### config.mk
export PLATFORM = sky130hd
export DESIGN_NAME = fault_monitor_latch
export DESIGN_NICKNAME = d
export VERILOG_FILES = /design/src/rtl/fault_monitor_pkg.sv /design/src/rtl/fault_monitor_latch.sv
export VERILOG_INCLUDE_DIRS = /design/src /design/src/rtl
export SDC_FILE = /design/constraint.sdc
export NUM_CORES = 1
export LEC_CHECK = 0
export BUFFER_PORTS_ARGS = -buffer_cell sky130_fd_sc_hd__buf_2
export CAP_MARGIN = 25
export CORE_MARGIN = 2
export CORE_UTILIZATION = 35
export DETAILED_ROUTE_END_ITERATION = 6
export HOLD_SLACK_MARGIN = 0.12
export MAX_ROUTING_LAYER = met4
export PLACE_DENSITY = 0.53
export SYNTH_ARGS = -nofsm -noshare
export SYNTH_HDL_FRONTEND = slang
export SYNTH_SLANG_ARGS = --single-unit
### constraint.sdc
create_clock -name clk_sys -period 2.3 [get_ports clk_sys]
set_input_delay 0.115 -clock clk_sys [delete_from_list [all_inputs] [get_ports clk_sys]]
set_output_delay 0.115 -clock clk_sys [all_outputs]
set_load 0.03 [all_outputs]
### src/rtl/fault_monitor_defines.svh
// Constants of the health-flag monitor: bit positions, reset values, timing counts.
// Assumes inclusion by bare name from the design module.
// Contract
// - Bit 7 low on converter overflow, recoverable
// - Bit 6 low on arithmetic fault, fatal
// - Bit 5 low on trim parity failure, fatal
// - Bit 4 low in analog test, never errors
// - Bit 3 low when supply out of window
// - Bit 2 low on faulty pickoff connection
// - Bit 1 low when drive loop unlocked, recoverable
// - Bit 0 unused, always reads one
// - Error code on rate reads before start-up
// - After start-up, flag low gives error, hold
// - Error latched till power-down or recovery
// - Pickoff flag errors only while present, unlatched
// - Recovery acts only after three guard-off steps
// - Fatal fault before guard-off returns on re-enable
// - No latching while guard is disabled
// - Low pulses stretched to 1.5 to 2 ms
// - Status read returns flags; host reads within 1.5ms
`ifndef FAULT_MONITOR_DEFINES_SVH
`define FAULT_MONITOR_DEFINES_SVH

// ****************************************
// Flag positions
// ****************************************
`define BIT_ADC 7
`define BIT_DSP 6
`define BIT_TRIM 5
`define BIT_TEST 4
`define BIT_SUPPLY 3
`define BIT_PICKOFF 2
`define BIT_DRIVE 1
`define BIT_SPARE 0
`define FLAGS_RESET 8'hFF
// Recoverable sources: converter overflow and drive loop
`define RECOVERABLE_MASK 8'h82
// Sources that latch the error: all but test, pickoff, spare
`define LATCHING_MASK 8'hEA

// ****************************************
// Timing
// ****************************************
`define CLK_PERIOD_NS 5
// Stretch span 1.5 ms as least time, rounded up to cycles
`define STRETCH_NS 1500000
`define STRETCH_CYCLES ((`STRETCH_NS + `CLK_PERIOD_NS - 1) / `CLK_PERIOD_NS)

`endif

### src/rtl/fault_monitor_pkg.sv
// Types shared by the health-flag monitor.
// Assumes the defines header is on the include path.
package fault_monitor_pkg;
	// Raw health conditions, each high when the fault is present
	typedef struct packed {
		logic adc_overflow;
		logic dsp_arith_fault;
		logic trim_parity_fail;
		logic analog_test_on;
		logic supply_out_of_range;
		logic pickoff_fault;
		logic drive_unlocked;
	} fault_inputs_t;

	// Commands decoded by the serial front end, each a one-cycle pulse
	typedef struct packed {
		logic status_read_cmd;
		logic guard_off_step_one_cmd;
		logic guard_off_step_two_cmd;
		logic guard_off_step_three_cmd;
		logic guard_on_cmd;
		logic fault_recover_cmd;
	} cmd_pulses_t;

	// Guard disable sequence, Gray coded along the usual path
	typedef enum logic [1:0] {
		GUARD_ON = 2'b00,
		GUARD_STEP1 = 2'b01,
		GUARD_STEP2 = 2'b11,
		GUARD_OFF = 2'b10
	} guard_state_t;
endpackage

### src/rtl/fault_monitor_latch.sv
// Health-flag monitor: stretches fault pulses, latches errors, runs the guarded recovery.
// Assumes a serial front end that decodes commands into one-cycle pulses and routes rate reads.
`timescale 1ns/1ps
`default_nettype none
`include "fault_monitor_defines.svh"

module fault_monitor_latch
	import fault_monitor_pkg::*;
(
	input wire logic clk_sys,
	input wire logic sys_rst,
	input wire fault_inputs_t faults,
	input wire cmd_pulses_t cmds,
	input wire logic startup_done,
	output logic [7:0] health_flags,
	output logic status_valid,
	output logic error_code_sel,
	output logic dsp_hold,
	output logic guard_enabled
);

	// ****************************************
	// Raw flags, active low
	// ****************************************
	// Bit 0 is tied high; test flag still reported but filtered later
	wire [7:0] raw_ok = {~faults.adc_overflow, ~faults.dsp_arith_fault, ~faults.trim_parity_fail,
		~faults.analog_test_on, ~faults.supply_out_of_range, ~faults.pickoff_fault,
		~faults.drive_unlocked, 1'b1};

	// ****************************************
	// Pulse stretchers, one per flag
	// ****************************************
	// Short pulses must survive long enough for a polling host to see them
	logic [7:0] stretched_ok;
	genvar gi;
	generate
		for (gi = 0; gi < 8; gi++) begin : g_stretch
			logic [18:0] hold_cnt;
			wire hold_busy = (hold_cnt != 19'h00000);
			always_ff @(posedge clk_sys) begin
				if (sys_rst) begin
					hold_cnt <= 19'h00000;
				end else if (!raw_ok[gi]) begin
					hold_cnt <= 19'(`STRETCH_CYCLES);
				end else if (hold_busy) begin
					hold_cnt <= hold_cnt - 19'h00001;
				end
			end
			assign stretched_ok[gi] = raw_ok[gi] & ~hold_busy;
		end
	endgenerate

	// ****************************************
	// Fault guard sequence
	// ****************************************
	// Steps must come in order; an out-of-order step or enable restarts it, a repeat of the last step is ignored
	guard_state_t guard_state;
	guard_state_t next_guard_state;
	always_comb begin
		next_guard_state = guard_state;
		case (guard_state)
			GUARD_ON: begin
				if (cmds.guard_off_step_one_cmd) next_guard_state = GUARD_STEP1;
			end
			GUARD_STEP1: begin
				if (cmds.guard_off_step_two_cmd) next_guard_state = GUARD_STEP2;
				else if (cmds.guard_off_step_three_cmd || cmds.guard_on_cmd) next_guard_state = GUARD_ON;
			end
			GUARD_STEP2: begin
				if (cmds.guard_off_step_three_cmd) next_guard_state = GUARD_OFF;
				else if (cmds.guard_off_step_one_cmd || cmds.guard_on_cmd) next_guard_state = GUARD_ON;
			end
			GUARD_OFF: begin
				if (cmds.guard_on_cmd) next_guard_state = GUARD_ON;
			end
			default: next_guard_state = GUARD_ON;
		endcase
	end

	always_ff @(posedge clk_sys) begin
		if (sys_rst) begin
			guard_state <= GUARD_ON;
		end else begin
			guard_state <= next_guard_state;
		end
	end

	wire guard_off = (guard_state == GUARD_OFF);
	wire recover_go = cmds.fault_recover_cmd & guard_off;

	// ****************************************
	// Error latch
	// ****************************************
	// Latch only once start-up is over and while the guard is on
	wire [7:0] bad_now = ~stretched_ok & `LATCHING_MASK;
	wire latch_open = startup_done & ~guard_off;
	logic [7:0] latched_bad;
	// Fatal bits are only remembered across recovery; they re-arm on re-enable
	logic [7:0] fatal_memo;
	logic [7:0] next_latched_bad;
	always_comb begin
		next_latched_bad = latched_bad;
		if (recover_go) begin
			next_latched_bad = latched_bad & ~`RECOVERABLE_MASK;
		end
		if (guard_state == GUARD_OFF && cmds.guard_on_cmd) begin
			next_latched_bad = next_latched_bad | fatal_memo;
		end
		if (latch_open) begin
			next_latched_bad = next_latched_bad | bad_now;
		end
	end

	always_ff @(posedge clk_sys) begin
		if (sys_rst) begin
			latched_bad <= 8'h00;
			fatal_memo <= 8'h00;
		end else begin
			latched_bad <= next_latched_bad;
			if (guard_state == GUARD_ON && next_guard_state == GUARD_STEP1) begin
				fatal_memo <= latched_bad & ~`RECOVERABLE_MASK;
			end
		end
	end

	// ****************************************
	// Outputs
	// ****************************************
	// Pickoff fault forces the error code only while its stretched flag is low
	wire pickoff_now = startup_done & ~stretched_ok[`BIT_PICKOFF];
	wire latched_any = (latched_bad != 8'h00);
	assign error_code_sel = ~startup_done | latched_any | pickoff_now;
	assign dsp_hold = latched_any;
	assign guard_enabled = ~guard_off;

	// Status read is a plain sample; nothing is cleared by it
	always_ff @(posedge clk_sys) begin
		if (sys_rst) begin
			health_flags <= `FLAGS_RESET;
			status_valid <= 1'b0;
		end else begin
			status_valid <= cmds.status_read_cmd;
			if (cmds.status_read_cmd) begin
				health_flags <= stretched_ok;
			end
		end
	end

	// ****************************************
	// Assertion helpers
	// ****************************************
	// Cycles the drive flag has stayed low since its fault went away.
	// The whole span outlasts any short run, so only its upper bound is watched.
	logic [18:0] tail_run;
	always_ff @(posedge clk_sys) begin
		if (sys_rst) begin
			tail_run <= 19'h00000;
		end else if (raw_ok[`BIT_DRIVE] && !stretched_ok[`BIT_DRIVE]) begin
			tail_run <= tail_run + 19'h00001;
		end else begin
			tail_run <= 19'h00000;
		end
	end
endmodule
`default_nettype wire

* Word level (Yosys, flattened, before mapping)
Index checks and enable logic that the tools add are counted.
** Word-level totals
- Output and inout bits :: 12
- Input bits :: 16
- Flip-flop bits (word level) :: 177
- Word-level logic and storage cells :: 117
** Operators by class
- Reduce and logical (&&, ||, !) cells :: 28
- Muxes and demuxes :: 24
- $add $sub $neg :: 8
- Bitwise logic cells :: 33
- Equality and inequality tests :: 4
** Operators with widths (count)
- 2-to-1 mux 19 bit :: 14
- nonzero test 19 bit :: 8
- subtractor 19 x 1 -> 19 bit, second input constant :: 8
- 2-to-1 mux 8 bit :: 3
- NOT 1 bit :: 18
- nonzero test 2 bit :: 7
- OR reduction 2 bit :: 7
- 2-to-1 mux 2 bit :: 6
- bitwise AND 1 bit :: 10
- NOT 8 bit :: 1
- bitwise OR 8 x 7 -> 8 bit :: 1
- bitwise OR 8 bit :: 1
- case mux 2 bit (4 select lines) :: 1
- nonzero test 8 bit :: 1
- == test 2 x 1 -> 1 bit, second input constant :: 2
- == test 2 bit, second input constant :: 2
- logical AND 1 bit :: 2
- zero test 2 bit :: 1
- logical OR 1 bit :: 2
- bitwise OR 1 bit :: 2

* Longest topological paths before layout
Gate-level depths: netlist of run 1.
- Depth after elaboration :: 7
- Mapped depth :: 8
- Depth with buffers taken out :: 7

* Least setup slack after synthesis of run 1
OpenSTA, ideal clock, no wires.
- Path kind :: reg2out
- Start :: register g_stretch[2].hold_cnt[10]
- End :: output port error_code_sel
- Path slack :: -2 ps
- Cell stages (with the launch flop) :: 7
- Arrival time :: 2187 ps
- Required time :: 2185 ps
- Buffers on the path :: 2
- Path through :: dfxtp_1 or4_4 nand2b_4 buf_6 or3_4 buf_6 or4b_4
** Between the ends
- Longest elaborated chain between the ends :: 6
** RTL lines
- start, declared :: line fault_monitor_latch.sv:38 : logic [18:0] hold_cnt;
- start signal, assigned :: line fault_monitor_latch.sv:44 : hold_cnt <= 19'(`STRETCH_CYCLES);
- start signal, assigned :: line fault_monitor_latch.sv:46 : hold_cnt <= hold_cnt - 19'h00001;
- nonzero test 19 bit :: line fault_monitor_latch.sv:39 : wire hold_busy = (hold_cnt != 19'h00000);
- NOT 1 bit :: line fault_monitor_latch.sv:49 : assign stretched_ok[gi] = raw_ok[gi] & ~hold_busy;
- bitwise AND 1 bit :: line fault_monitor_latch.sv:49
- NOT 1 bit :: line fault_monitor_latch.sv:130 : wire pickoff_now = startup_done & ~stretched_ok[`BIT_PICKOFF];
- bitwise AND 1 bit :: line fault_monitor_latch.sv:130
- bitwise OR 1 bit :: line fault_monitor_latch.sv:132 : assign error_code_sel = ~startup_done | latched_any | pickoff_now;
- end, declared :: line fault_monitor_latch.sv:17 : output logic error_code_sel,
Every way passes these cells.

* Final worst setup path of run 1
Ends and elaborated chain as after synthesis.

==> metrics.md, run 1 <==
| Metric | Value |
|---|---|
| Reg-to-reg endpoint | g_stretch[2].hold_cnt[18] |
| Worst Max-Slew Pin Slew | roughly 0.66 ns |
| Final number of hold-violating endpoints | 0 |
| Buffer type at the clock tree root | sky130_fd_sc_hd__clkbuf_16 |
| Total setup violations reported at the end of the flow | 1 |
| Setup Skew | approximately 0.0093 ns |
| Total Power Consumption | approximately 9.2 mW |
| Setup slack on the worst flop-to-flop path | about 0.10 ns |
| Critical path required time | 2.18 ns |
| Proportion of synthesized flip-flops having asynchronous set or reset | 0 |
| Top cell type's share of synthesized area | 0.419 |
| Leakage Power | between 3 and 4 nW |
| Placer congestion estimate | 0.802 |
| Launch point of the worst path | g_stretch[2].hold_cnt[10] |
| Post-layout instance area | ~0.01 mm² |
| Run status | finished with violations |
| Number of buffers inserted during clock tree synthesis | 17 |
| I/O pin cnt | 28 |
| Number of search-and-repair iterations in the first detailed-routing pass | 5 |
| Min Clock Period, post-route | between 2 and 3 ns |
| Layout net count | between 1k and 1.5k |
| Post-synthesis instance area | roughly 0.0084 mm² |
| Total power density per cell area | slightly above 900 mW/mm² |
| Max Slew Vio Count | 0 |
| Count of flip-flops with a built-in enable after synthesis | 0 |
| Vias post-DR | approximately 7k |
| Critical register-to-register path startpoint | g_stretch[2].hold_cnt[0] |
| Width of the die | 159 µm |
| Cell taking the most area after synthesis | sky130_fd_sc_hd__dfxtp_1 |
| Estimated wirelength of the detail-placed design | 12700 µm |
| Maximum number of pins on one net before global-route repair | 54 |
| Syn Nets | 1016 |
| Maximum number of buffers from clock root to sink | 2 |
| Setup CP Type | flop to primary output |
| Maximum achievable frequency | 397 MHz |
| Initial antenna violation count | 0 |
| Detailed Route Iter0 Violations | ~400 |
| GRT Util Overall | 0.151 |
| CP max FO | 2 |
| Sequential fraction of the synthesis area | 0.419 |
| Count of clock tree sinks | approximately 180 |
| Via count of the first global-routing pass | between 6k and 7k |
| Core Region | around 0.024 mm² |
| Layout cells sized above 1 | 0.138 |
| Signed area change from the synthesized netlist to the final layout | 17.8% |
| Ant diodes | 0 |
| Main area contributors after synthesis | sky130_fd_sc_hd__dfxtp_1 42%, sky130_fd_sc_hd__a21oi_1 5.8%, sky130_fd_sc_hd__nor2_1 5.6%, sky130_fd_sc_hd__xor2_1 4.8%, sky130_fd_sc_hd__xnor2_1 4.4% |
| RSZ-0062 raised after global routing | true |
| Initial Utilization | 0.358 |
| Overall die height | between 150 and 200 µm |
| Total of max-cap violations | 0 |
| Post-CTS clock slew at the launch and capture registers of the worst setup and hold paths | 0.06 ns |
| Reg2reg path depth | 7 |
| Final Routed Wirelength | ~19000 µm |
| Most common flop cell mapped by yosys | sky130_fd_sc_hd__dfxtp_1 |
| Maximum vdd ir drop | roughly 0.0006 V |
| Top library cells by usage in the layout, fill and taps aside | 175 x sky130_fd_sc_hd__dfxtp_1, 125 x sky130_fd_sc_hd__nor2_1, 98 x sky130_fd_sc_hd__a21oi_1 |
| Avg WL per Cell | approximately 13 µm |
| # fillers | around 2.4k |
| Cell count after synthesis | 984 |
| HP Class | primary input to flop |
| Grt total ovfl | 0 |
| Remaining number of nets flagged by the antenna check after routing | 0 |
| Synthesized area per cell | about 8.6 µm² |
| Worst endpoint data arrival time | 2.41 ns |
| Residual DRC | 0 |
| FF+latch count, synth | 177 |
| Quantity of I/O buffers inserted on ports | 27 |
| Category of the worst setup path launch point | flop |
| Worst skew pair latency | 0.42 ns |
| Die Area | 0.0254 mm² |
| Setup TNS after final layout | -0.221 ns |
| Max_slew headroom | 0.560 |
| Std-Cell Rows | 56 |
| Clock tree from TritonCTS | yes |
| Failing checks | setup timing |
| Setup slack after layout | -0.221 ns |
| Kind of capture point of the worst setup path | primary output |
| Library cells used by synthesis | between 50 and 60 |
| First-pass GRT wire length | ~31000 µm |
| Utilization of the core after routing | 0.421 |
| Final cycle utilization of the critical path | 1.10 |
| Post-DR vias/cell | between 5 and 6 |
| Post-place instance area | about 0.0092 mm² |
| Critical path destination | error_code_sel |
| Count of warnings emitted by yosys | 0 |
| H-tree depth | 4 |
| Leading cell type in the layout, fill and taps excluded | sky130_fd_sc_hd__dfxtp_1 |
Yosys cell counts, types with 11 or more instances:
master / n
sky130_fd_sc_hd__a211oi_1: 15
sky130_fd_sc_hd__a21oi_1: 98
sky130_fd_sc_hd__clkbuf_1: 34
sky130_fd_sc_hd__dfxtp_1: 177
sky130_fd_sc_hd__ha_1: 16
sky130_fd_sc_hd__inv_1: 27
sky130_fd_sc_hd__nand2_1: 44
sky130_fd_sc_hd__nand3_1: 26
sky130_fd_sc_hd__nand3b_1: 14
sky130_fd_sc_hd__nand4_1: 11
sky130_fd_sc_hd__nor2_1: 126
sky130_fd_sc_hd__nor3_1: 62
sky130_fd_sc_hd__nor4_1: 41
sky130_fd_sc_hd__o21ai_0: 17
sky130_fd_sc_hd__o31ai_1: 14
sky130_fd_sc_hd__or2_2: 11
sky130_fd_sc_hd__or3_1: 24
sky130_fd_sc_hd__or4_1: 16
sky130_fd_sc_hd__xnor2_1: 42
sky130_fd_sc_hd__xor2_1: 46
state kept, by name, indices dropped and copies added, names as in the netlist:
register and count:
g_stretch.hold_cnt 152, latched_bad 8, health_flags 8, fatal_memo 6
guard_state 2, status_valid 1
worst min-delay path by stage:
stage / cells past startpoint / startpoint / endpoint / slack, ns
after floorplan: 2 / cmds[5] / health_flags[6] / 0.21
after global placement: 2 / faults[3] / health_flags[4] / 0.36
after detailed placement: 2 / faults[3] / health_flags[4] / 0.39
after CTS: 3 / startup_done / latched_bad[7] / 0.19
after global routing: 3 / startup_done / latched_bad[5] / 0.22
final: 3 / startup_done / latched_bad[7] / 0.19
final cells by class:
type                            count  area (µm²)  share of cell area
Clock buffer                       23         478              0.0480
Clock inverter                      6         130              0.0131
Inverter                           27         101              0.0102
Multi-Input combinational cell    739        4650               0.467
Sequential cell                   177        3550               0.356
Tap cell                          319         399              0.0401
Timing Repair Buffer               88         649              0.0653
per-layer routing:
metal | vias up | track usage | wire length (µm)
met2 | 87 | 0.233 | 8340
met1 | 3307 | 0.201 | 9570
li1 | 3686 | - | -
met5 | - | - | 0
met4 | 0 | 0.0446 | 189
met3 | 14 | 0.0302 | 475
power breakdown:
group          leakage (nW)  internal (mW)  switching [mW]
Clock                 0.299           1.89            1.15
Sequential             1.46           3.41           0.330
Combinational          1.93           1.08            1.29
Total                  3.69           6.38            2.77
logic make-up (layout without fill, tap and decap cells):
family                     Yosys count  in the layout  share of synthesized area
AOI/OAI and AO/OA                  180            180                      0.130
xor gates and xnor gates            88             88                     0.0912
adders and majority gates           16             16                     0.0237
buffers and inverters               68            144                     0.0326
DFF                                177            177                      0.419
muxes                               10             10                     0.0120
and+or+nand+nor                    445            445                      0.291
per-stage QoR:
| step | worst slack [ns] | hold WS (ns) | instances |
|---|---|---|---|
| 2_1_floorplan | -0.00222 | 0.214 | 984 |
| 3_3_place_gp | 0.111 | 0.363 | 1333 |
| 3_5_place_dp | 0.0923 | 0.386 | 1333 |
| 4_1_cts | -0.238 | 0.186 | 1378 |
| 5_1_grt | -0.281 | 0.216 | 1379 |
| 6_report | -0.221 | 0.191 | 1379 |
worst max-delay path, stage by stage (launching register included):
cell	delay, ns
sky130_fd_sc_hd__dfxtp_2	0.32
sky130_fd_sc_hd__or4_4	0.54
sky130_fd_sc_hd__nand2b_4	0.16
sky130_fd_sc_hd__or3_4	0.34
sky130_fd_sc_hd__or4b_4	0.48
sky130_fd_sc_hd__buf_6	0.15
what timing repair did:
item | 4_1_cts | 5_1_grt
buffers inserted | 2 | 1
cloned | 0 | 0
setup endpoints to repair | 1 | 7
hold buffers | 14 | 0
endpoints found under the hold margin | 35 | 0
pin swaps | 2 | 1
resized for setup | 4 | 6
(Power assumes the default switching activity.)
==> inputs of run 2 (changes only) <==
- SETUP_SLACK_MARGIN: default -> 0.05
==> run 2 against run 1 <==
  * Worst setup slack barely moved
  * Via count grew 0.21%
  * Die area stayed put
  * Clock power barely moved
  * First-iteration DRC count is 1.5% lower
  * Sequential share of layout area down 0.12 points
  * Largest cell class unchanged
  * The run still ends with setup timing left
  * Clock skew hardly changed
  * Critical endpoint unchanged
  * Power is 0.16% higher
  * Global-route usage is the same
  * Non-clock buffer count up 4
  * Wire length grew 0.19%
  * Critical path type unchanged
==> metrics.md, run 2 (synthesis results as in run 1) <==
| Metric | Value |
|---|---|
| Overall die height | 159 µm (unchanged) |
| Maximum vdd ir drop | 0.000611 V (-0.25%) |
| Residual DRC | 0 (unchanged) |
| HP Class | primary input to flop |
| Most flops, register | g_stretch.hold_cnt |
| Width of the die | 159 µm (unchanged) |
| Critical path, cell by cell | or4_4 > nand2b_4 > or3_4 > or4b_4 > buf_6 |
| Failing checks | setup timing |
| # fillers | 2390 (-0.25%) |
| Maximum achievable frequency | 397 MHz (about the same) |
| Worst skew pair latency | 0.42 ns (about the same) |
| Post-place instance area | 0.00915 mm² (unchanged) |
| Post-CTS clock slew at the launch and capture registers of the worst setup and hold paths | 0.06 ns (about the same) |
| Maximum number of pins on one net before global-route repair | 54 (unchanged) |
| Total of max-cap violations | 0 (unchanged) |
| Remaining number of nets flagged by the antenna check after routing | 0 (unchanged) |
| Max Slew Vio Count | 0 (unchanged) |
| Signed area change from the synthesized netlist to the final layout | 18.2% |
| Total Power Consumption | 9.17 mW (+0.16%) |
| Min Clock Period, post-route | 2.52 ns (-0.0000620 ns) |
| Critical path required time | 2.18 ns (about the same) |
| Estimated wirelength of the detail-placed design | 12700 µm (unchanged) |
| Final number of hold-violating endpoints | 0 (unchanged) |
| Core Region | 0.0236 mm² (unchanged) |
| Leakage Power | 3.71 nW (+0.57%) |
| CP peak stage delay | 0.54 ns (about the same) |
| Placer congestion estimate | 0.802 (unchanged) |
| Via count of the first global-routing pass | 6489 (unchanged) |
| Leading cell type in the layout, fill and taps excluded | sky130_fd_sc_hd__dfxtp_1 |
| Layout net count | 1086 (+0.37%) |
| Post-DR vias/cell | 5.14 (about the same) |
| Worst Max-Slew Pin Slew | 0.659 ns (-0.0000132 ns) |
| Top library cells by usage in the layout, fill and taps aside | 175 x sky130_fd_sc_hd__dfxtp_1, 125 x sky130_fd_sc_hd__nor2_1, 98 x sky130_fd_sc_hd__a21oi_1 |
| Die Area | 0.0254 mm² (unchanged) |
| RSZ-0062 raised after global routing | true |
| I/O pin cnt | 28 (unchanged) |
| Initial antenna violation count | 0 (unchanged) |
| Std-Cell Rows | 56 (unchanged) |
| Vias post-DR | 7109 (+0.21%) |
| Quantity of I/O buffers inserted on ports | 27 (unchanged) |
| First-pass GRT wire length | 31500 µm (unchanged) |
| GRT Util Overall | 0.151 (unchanged) |
| Clock tree from TritonCTS | yes |
| Initial Utilization | 0.358 (unchanged) |
| Run status | finished with violations |
| Maximum number of buffers from clock root to sink | 2 (unchanged) |
| Final cycle utilization of the critical path | 1.10 (about the same) |
| Setup slack after layout | -0.221 ns (+0.0000620 ns) |
| Max_slew headroom | 0.560 (about the same) |
| Kind of capture point of the worst setup path | primary output |
| Setup CP Type | flop to primary output |
| Number of search-and-repair iterations in the first detailed-routing pass | 5 (unchanged) |
| Total setup violations reported at the end of the flow | 1 (unchanged) |
| Ant diodes | 0 (unchanged) |
| Post-layout instance area | 0.00998 mm² (+0.33%) |
| Buffer type at the clock tree root | sky130_fd_sc_hd__clkbuf_16 |
| Number of buffers inserted during clock tree synthesis | 17 (unchanged) |
| Utilization of the core after routing | 0.423 (+0.00138) |
| Critical-path cell with the highest stage delay | sky130_fd_sc_hd__or4_4 |
| Grt total ovfl | 0 (unchanged) |
| CP max FO | 2 (unchanged) |
| Category of the worst setup path launch point | flop |
| Largest registers ranked by flip-flop count | g_stretch.hold_cnt: 152 flops, health_flags: 8 flops, latched_bad: 8 flops |
| Layout cells sized above 1 | 0.141 (+0.00324) |
| H-tree depth | 4 (unchanged) |
| Detailed Route Iter0 Violations | 402 (-1.5%) |
| Avg WL per Cell | 13.4 µm (about the same) |
| FF+latch area | 0.00355 mm² (unchanged) |
| Count of clock tree sinks | 177 (unchanged) |
| Setup Skew | 0.00903 ns (-0.000255 ns) |
| Final Routed Wirelength | 18600 µm (+0.19%) |
| Worst endpoint data arrival time | 2.41 ns (about the same) |
| Flip-flop count of the largest register after layout | 152 (unchanged) |
| Worst slack at placement | 0.0923 ns (unchanged) |
| Total area of multi-input combinational cells | 0.00465 mm² (about the same) |
| Total power density per cell area | 919 mW/mm² (-0.17%) |
-- run 2: cell types whose count changed in the layout (fill, tap and decap cells not counted), sizes merged --
cell  delta
buf      +4
-- run 2: per-stage QoR --
stage	hold slack, ns	TNS [ns]	instances
floorplan	0.214	-0.00222	984
global placement	0.363	0	1333
detailed placement	0.386	0	1333
CTS	0.186	-0.238	1378
global route	0.216	-0.281	1383
finish	0.191	-0.221	1383
-- run 2: final timing paths --
check / startpoint / endpoint / slack (ns) / cells after the start
max: g_stretch[2].hold_cnt[10] / error_code_sel / -0.22 / 5
min: startup_done / latched_bad[7] / 0.19 / 3
max reg2reg: g_stretch[1].hold_cnt[0] / g_stretch[1].hold_cnt[15] / 0.11 / 9
min reg2reg: health_flags[0] / health_flags[0] / 0.46 / 2
-- run 2: repair_timing --
item	CTS	global route
endpoints found under the hold margin	35	0
gates resized for setup	4	8
setup buffers	2	5
setup endpoints to repair	1	12
pin swaps	2	2
hold buffers	14	0
-- run 2: final cells by class --
cell class              count  share of cell area
inverters                  27              0.0102
clock inverters             6              0.0130
multi-input cells         739               0.466
flip-flops and latches    177               0.355
clock buffers              23              0.0479
repair buffers             92              0.0680
well taps                 319              0.0400
-- run 2: critical path: cells and delay by family, from the launching register on --
kind / cells / cell delay (ns)
flip-flops: 1 / 0.32
buffers and inverters: 1 / 0.15
AND/OR/NAND/NOR: 4 / 1.52
-- run 2: power breakdown --
part | switching, mW | total (mW) | leakage [nW] | internal [mW]
Clock | 1.15 | 3.04 | 0.299 | 1.89
Sequential | 0.330 | 3.74 | 1.46 | 3.41
Combinational | 1.29 | 2.39 | 1.95 | 1.10
Total | 2.77 | 9.17 | 3.71 | 6.40
-- run 2: metal layers --
layer / share of wire / GRT usage
met1: 0.51 / 0.201
met2: 0.45 / 0.233
met3: 0.028 / 0.0302
met4: 0.010 / 0.0446
met5: 0 / -
==> inputs of run 3 (changes only) <==
- CELL_PAD_IN_SITES_DETAIL_PLACEMENT: default -> 1
- CELL_PAD_IN_SITES_GLOBAL_PLACEMENT: default -> 2
- CTS_BUF_LIST: default -> sky130_fd_sc_hd__clkbuf_16
- PLACE_DENSITY: 0.53 -> 0.77
==> run 3 against run 2 <==
  * The flow still finishes with violations (setup timing)
  * Sequential cell count unchanged
  * Cell area increased by 0.23%
  * Die area unchanged
  * Critical path type unchanged
  * Count of clock-buffer cells in the layout decreased by 6
  * Sequential share of layout area decreased by 0.080 points
  * Combinational power increased by 3%
  * Worst setup slack got worse by 0.044 ns
  * Non-clock buffer count decreased by 2
  * Worst hold slack got worse by 0.039 ns
==> metrics.md, run 3 (synthesis results as in run 1) <==
| Metric | Value |
|---|---|
| Largest registers ranked by flip-flop count | g_stretch.hold_cnt: 152 flops, health_flags: 8 flops, latched_bad: 8 flops |
| Worst slack at placement | 0.0523 ns (-0.0399 ns) |
| Layout net count | 1084 (-0.18%) |
| Number of buffers inserted during clock tree synthesis | 17 (unchanged) |
| Top library cells by usage in the layout, fill and taps aside | 175 x sky130_fd_sc_hd__dfxtp_1, 125 x sky130_fd_sc_hd__nor2_1, 98 x sky130_fd_sc_hd__a21oi_1 |
| Total power density per cell area | 932 mW/mm² (+1.5%) |
| Count of clock tree sinks | 177 (unchanged) |
| Most flops, register | g_stretch.hold_cnt |
| Die Area | 0.0254 mm² (unchanged) |
| Total setup violations reported at the end of the flow | 1 (unchanged) |
| Cell Count Post-Placement | 1333 (unchanged) |
| Via count of the first global-routing pass | 7396 (+14%) |
| Failing checks | setup timing |
| Quantity of I/O buffers inserted on ports | 27 (unchanged) |
| Kind of capture point of the worst setup path | primary output |
| Max Slew Vio Count | 0 (unchanged) |
| Remaining number of nets flagged by the antenna check after routing | 0 (unchanged) |
| Utilization of the core after routing | 0.424 (+0.000953) |
| Category of the worst setup path launch point | flop |
| Setup slack after layout | -0.265 ns (-0.0440 ns) |
| Ant diodes | 0 (unchanged) |
| CP max FO | 3 (+1) |
| Detailed Route Iter0 Violations | 296 (-26%) |
| Setup TNS after final layout | -0.265 ns (-0.0440 ns) |
| I/O pin cnt | 28 (unchanged) |
| First-pass GRT wire length | 36400 µm (+16%) |
| Estimated wirelength of the detail-placed design | 14500 µm (+14%) |
| Number of search-and-repair iterations in the first detailed-routing pass | 4 (-1) |
| Setup Skew | 0.0125 ns (+0.00345 ns) |
| Residual DRC | 0 (unchanged) |
| Worst endpoint data arrival time | 2.45 ns (+0.04 ns) |
| Avg WL per Cell | 15.3 µm (+14%) |
| Overall die height | 159 µm (unchanged) |
| Initial antenna violation count | 0 (unchanged) |
| Post-layout instance area | 0.0100 mm² (+0.23%) |
| Min Clock Period, post-route | 2.56 ns (+0.0440 ns) |
| Initial Utilization | 0.358 (unchanged) |
| Post-CTS clock slew at the launch and capture registers of the worst setup and hold paths | 0.06 ns (about the same) |
| Setup CP Type | flop to primary output |
| Max_slew headroom | 0.527 (-0.0331) |
| Maximum number of buffers from clock root to sink | 2 (unchanged) |
| Run status | finished with violations |
| GRT Util Overall | 0.175 (+0.0241) |
| Smallest hold slack | 0.152 ns (-0.0391 ns) |
| Total of max-cap violations | 0 (unchanged) |
| Buffer type at the clock tree root | sky130_fd_sc_hd__clkbuf_16 |
| Worst skew pair latency | 0.43 ns (about the same) |
| H-tree depth | 4 (unchanged) |
| Leading cell type in the layout, fill and taps excluded | sky130_fd_sc_hd__dfxtp_1 |
| Signed area change from the synthesized netlist to the final layout | 18.5% |
| # fillers | 2804 (+17%) |
| Total area of multi-input combinational cells | 0.00467 mm² (+0.51%) |
| Non-filler instance count after layout | 1384 (+0.072%) |
| Flip-flop count of the largest register after layout | 152 (unchanged) |
| Maximum achievable frequency | 390 MHz (-1.7%) |
| Width of the die | 159 µm (unchanged) |
| Final Routed Wirelength | 21100 µm (+14%) |
| Final number of hold-violating endpoints | 0 (unchanged) |
| Critical path required time | 2.18 ns (about the same) |
| Final cycle utilization of the critical path | 1.12 (+0.0191) |
| Std-Cell Rows | 56 (unchanged) |
| Worst Max-Slew Pin Slew | 0.709 ns (+0.0496 ns) |
| Clock tree from TritonCTS | yes |
| Placer congestion estimate | 0.809 (+0.82%) |
| Post-place instance area | 0.00915 mm² (unchanged) |
| Core Region | 0.0236 mm² (unchanged) |
| Post-DR vias/cell | 5.27 (+2.5%) |
| Maximum number of pins on one net before global-route repair | 84 (+56%) |
| Vias post-DR | 7293 (+2.6%) |
| Layout cells sized above 1 | 0.145 (+0.00362) |
| FF+latch area | 0.00355 mm² (unchanged) |
| Total Power Consumption | 9.33 mW (+1.7%) |
| RSZ-0062 raised after global routing | true |
| Maximum vdd ir drop | 0.000431 V (-29%) |
| Grt total ovfl | 0 (unchanged) |
| HP Class | primary input to flop |
| Leakage Power | 3.72 nW (+0.19%) |
## run 3: layer usage
layer  GRT usage  wire (µm)
met5           -          0
met4      0.0471        235
met3      0.0274        364
met2       0.289       9980
met1       0.225      10600
## run 3: where the power goes
| part | switching (mW) | internal (mW) | total, mW |
|---|---|---|---|
| Clock | 1.22 | 1.90 | 3.12 |
| Sequential | 0.344 | 3.41 | 3.76 |
| Combinational | 1.35 | 1.10 | 2.45 |
| Total | 2.91 | 6.41 | 9.33 |
## run 3: layout make-up
cell class              instances  area share
inverters                      27      0.0101
repair buffers                 90      0.0661
multi-input cells             739       0.467
flip-flops and latches        177       0.354
clock buffers                  17      0.0425
clock inverters                15      0.0199
well taps                     319      0.0399
## run 3: final timing paths
| path | start | to | slack, ns | cells past startpoint |
|---|---|---|---|---|
| max | g_stretch[2].hold_cnt[12] | error_code_sel | -0.26 | 5 |
| min | sys_rst | g_stretch[2].hold_cnt[4] | 0.15 | 3 |
| max reg2reg | g_stretch[2].hold_cnt[5] | g_stretch[2].hold_cnt[18] | 0.13 | 6 |
| min reg2reg | latched_bad[7] | latched_bad[7] | 0.46 | 2 |
## run 3: worst max-delay path, stage by stage, from the launching register on
cell and delay [ns]:
sky130_fd_sc_hd__dfxtp_2 0.32, sky130_fd_sc_hd__or4_4 0.54, sky130_fd_sc_hd__nand2b_4 0.16, sky130_fd_sc_hd__or3_4 0.37
sky130_fd_sc_hd__or4b_4 0.49, sky130_fd_sc_hd__buf_6 0.15
## run 3: repair_timing
action / CTS / global route
setup buffers: 1 / 5
gates resized for setup: 3 / 16
endpoints found under the hold margin: 32 / 0
hold buffers: 13 / 0
endpoints found under the setup margin: 2 / 18
pin swaps: 2 / 2
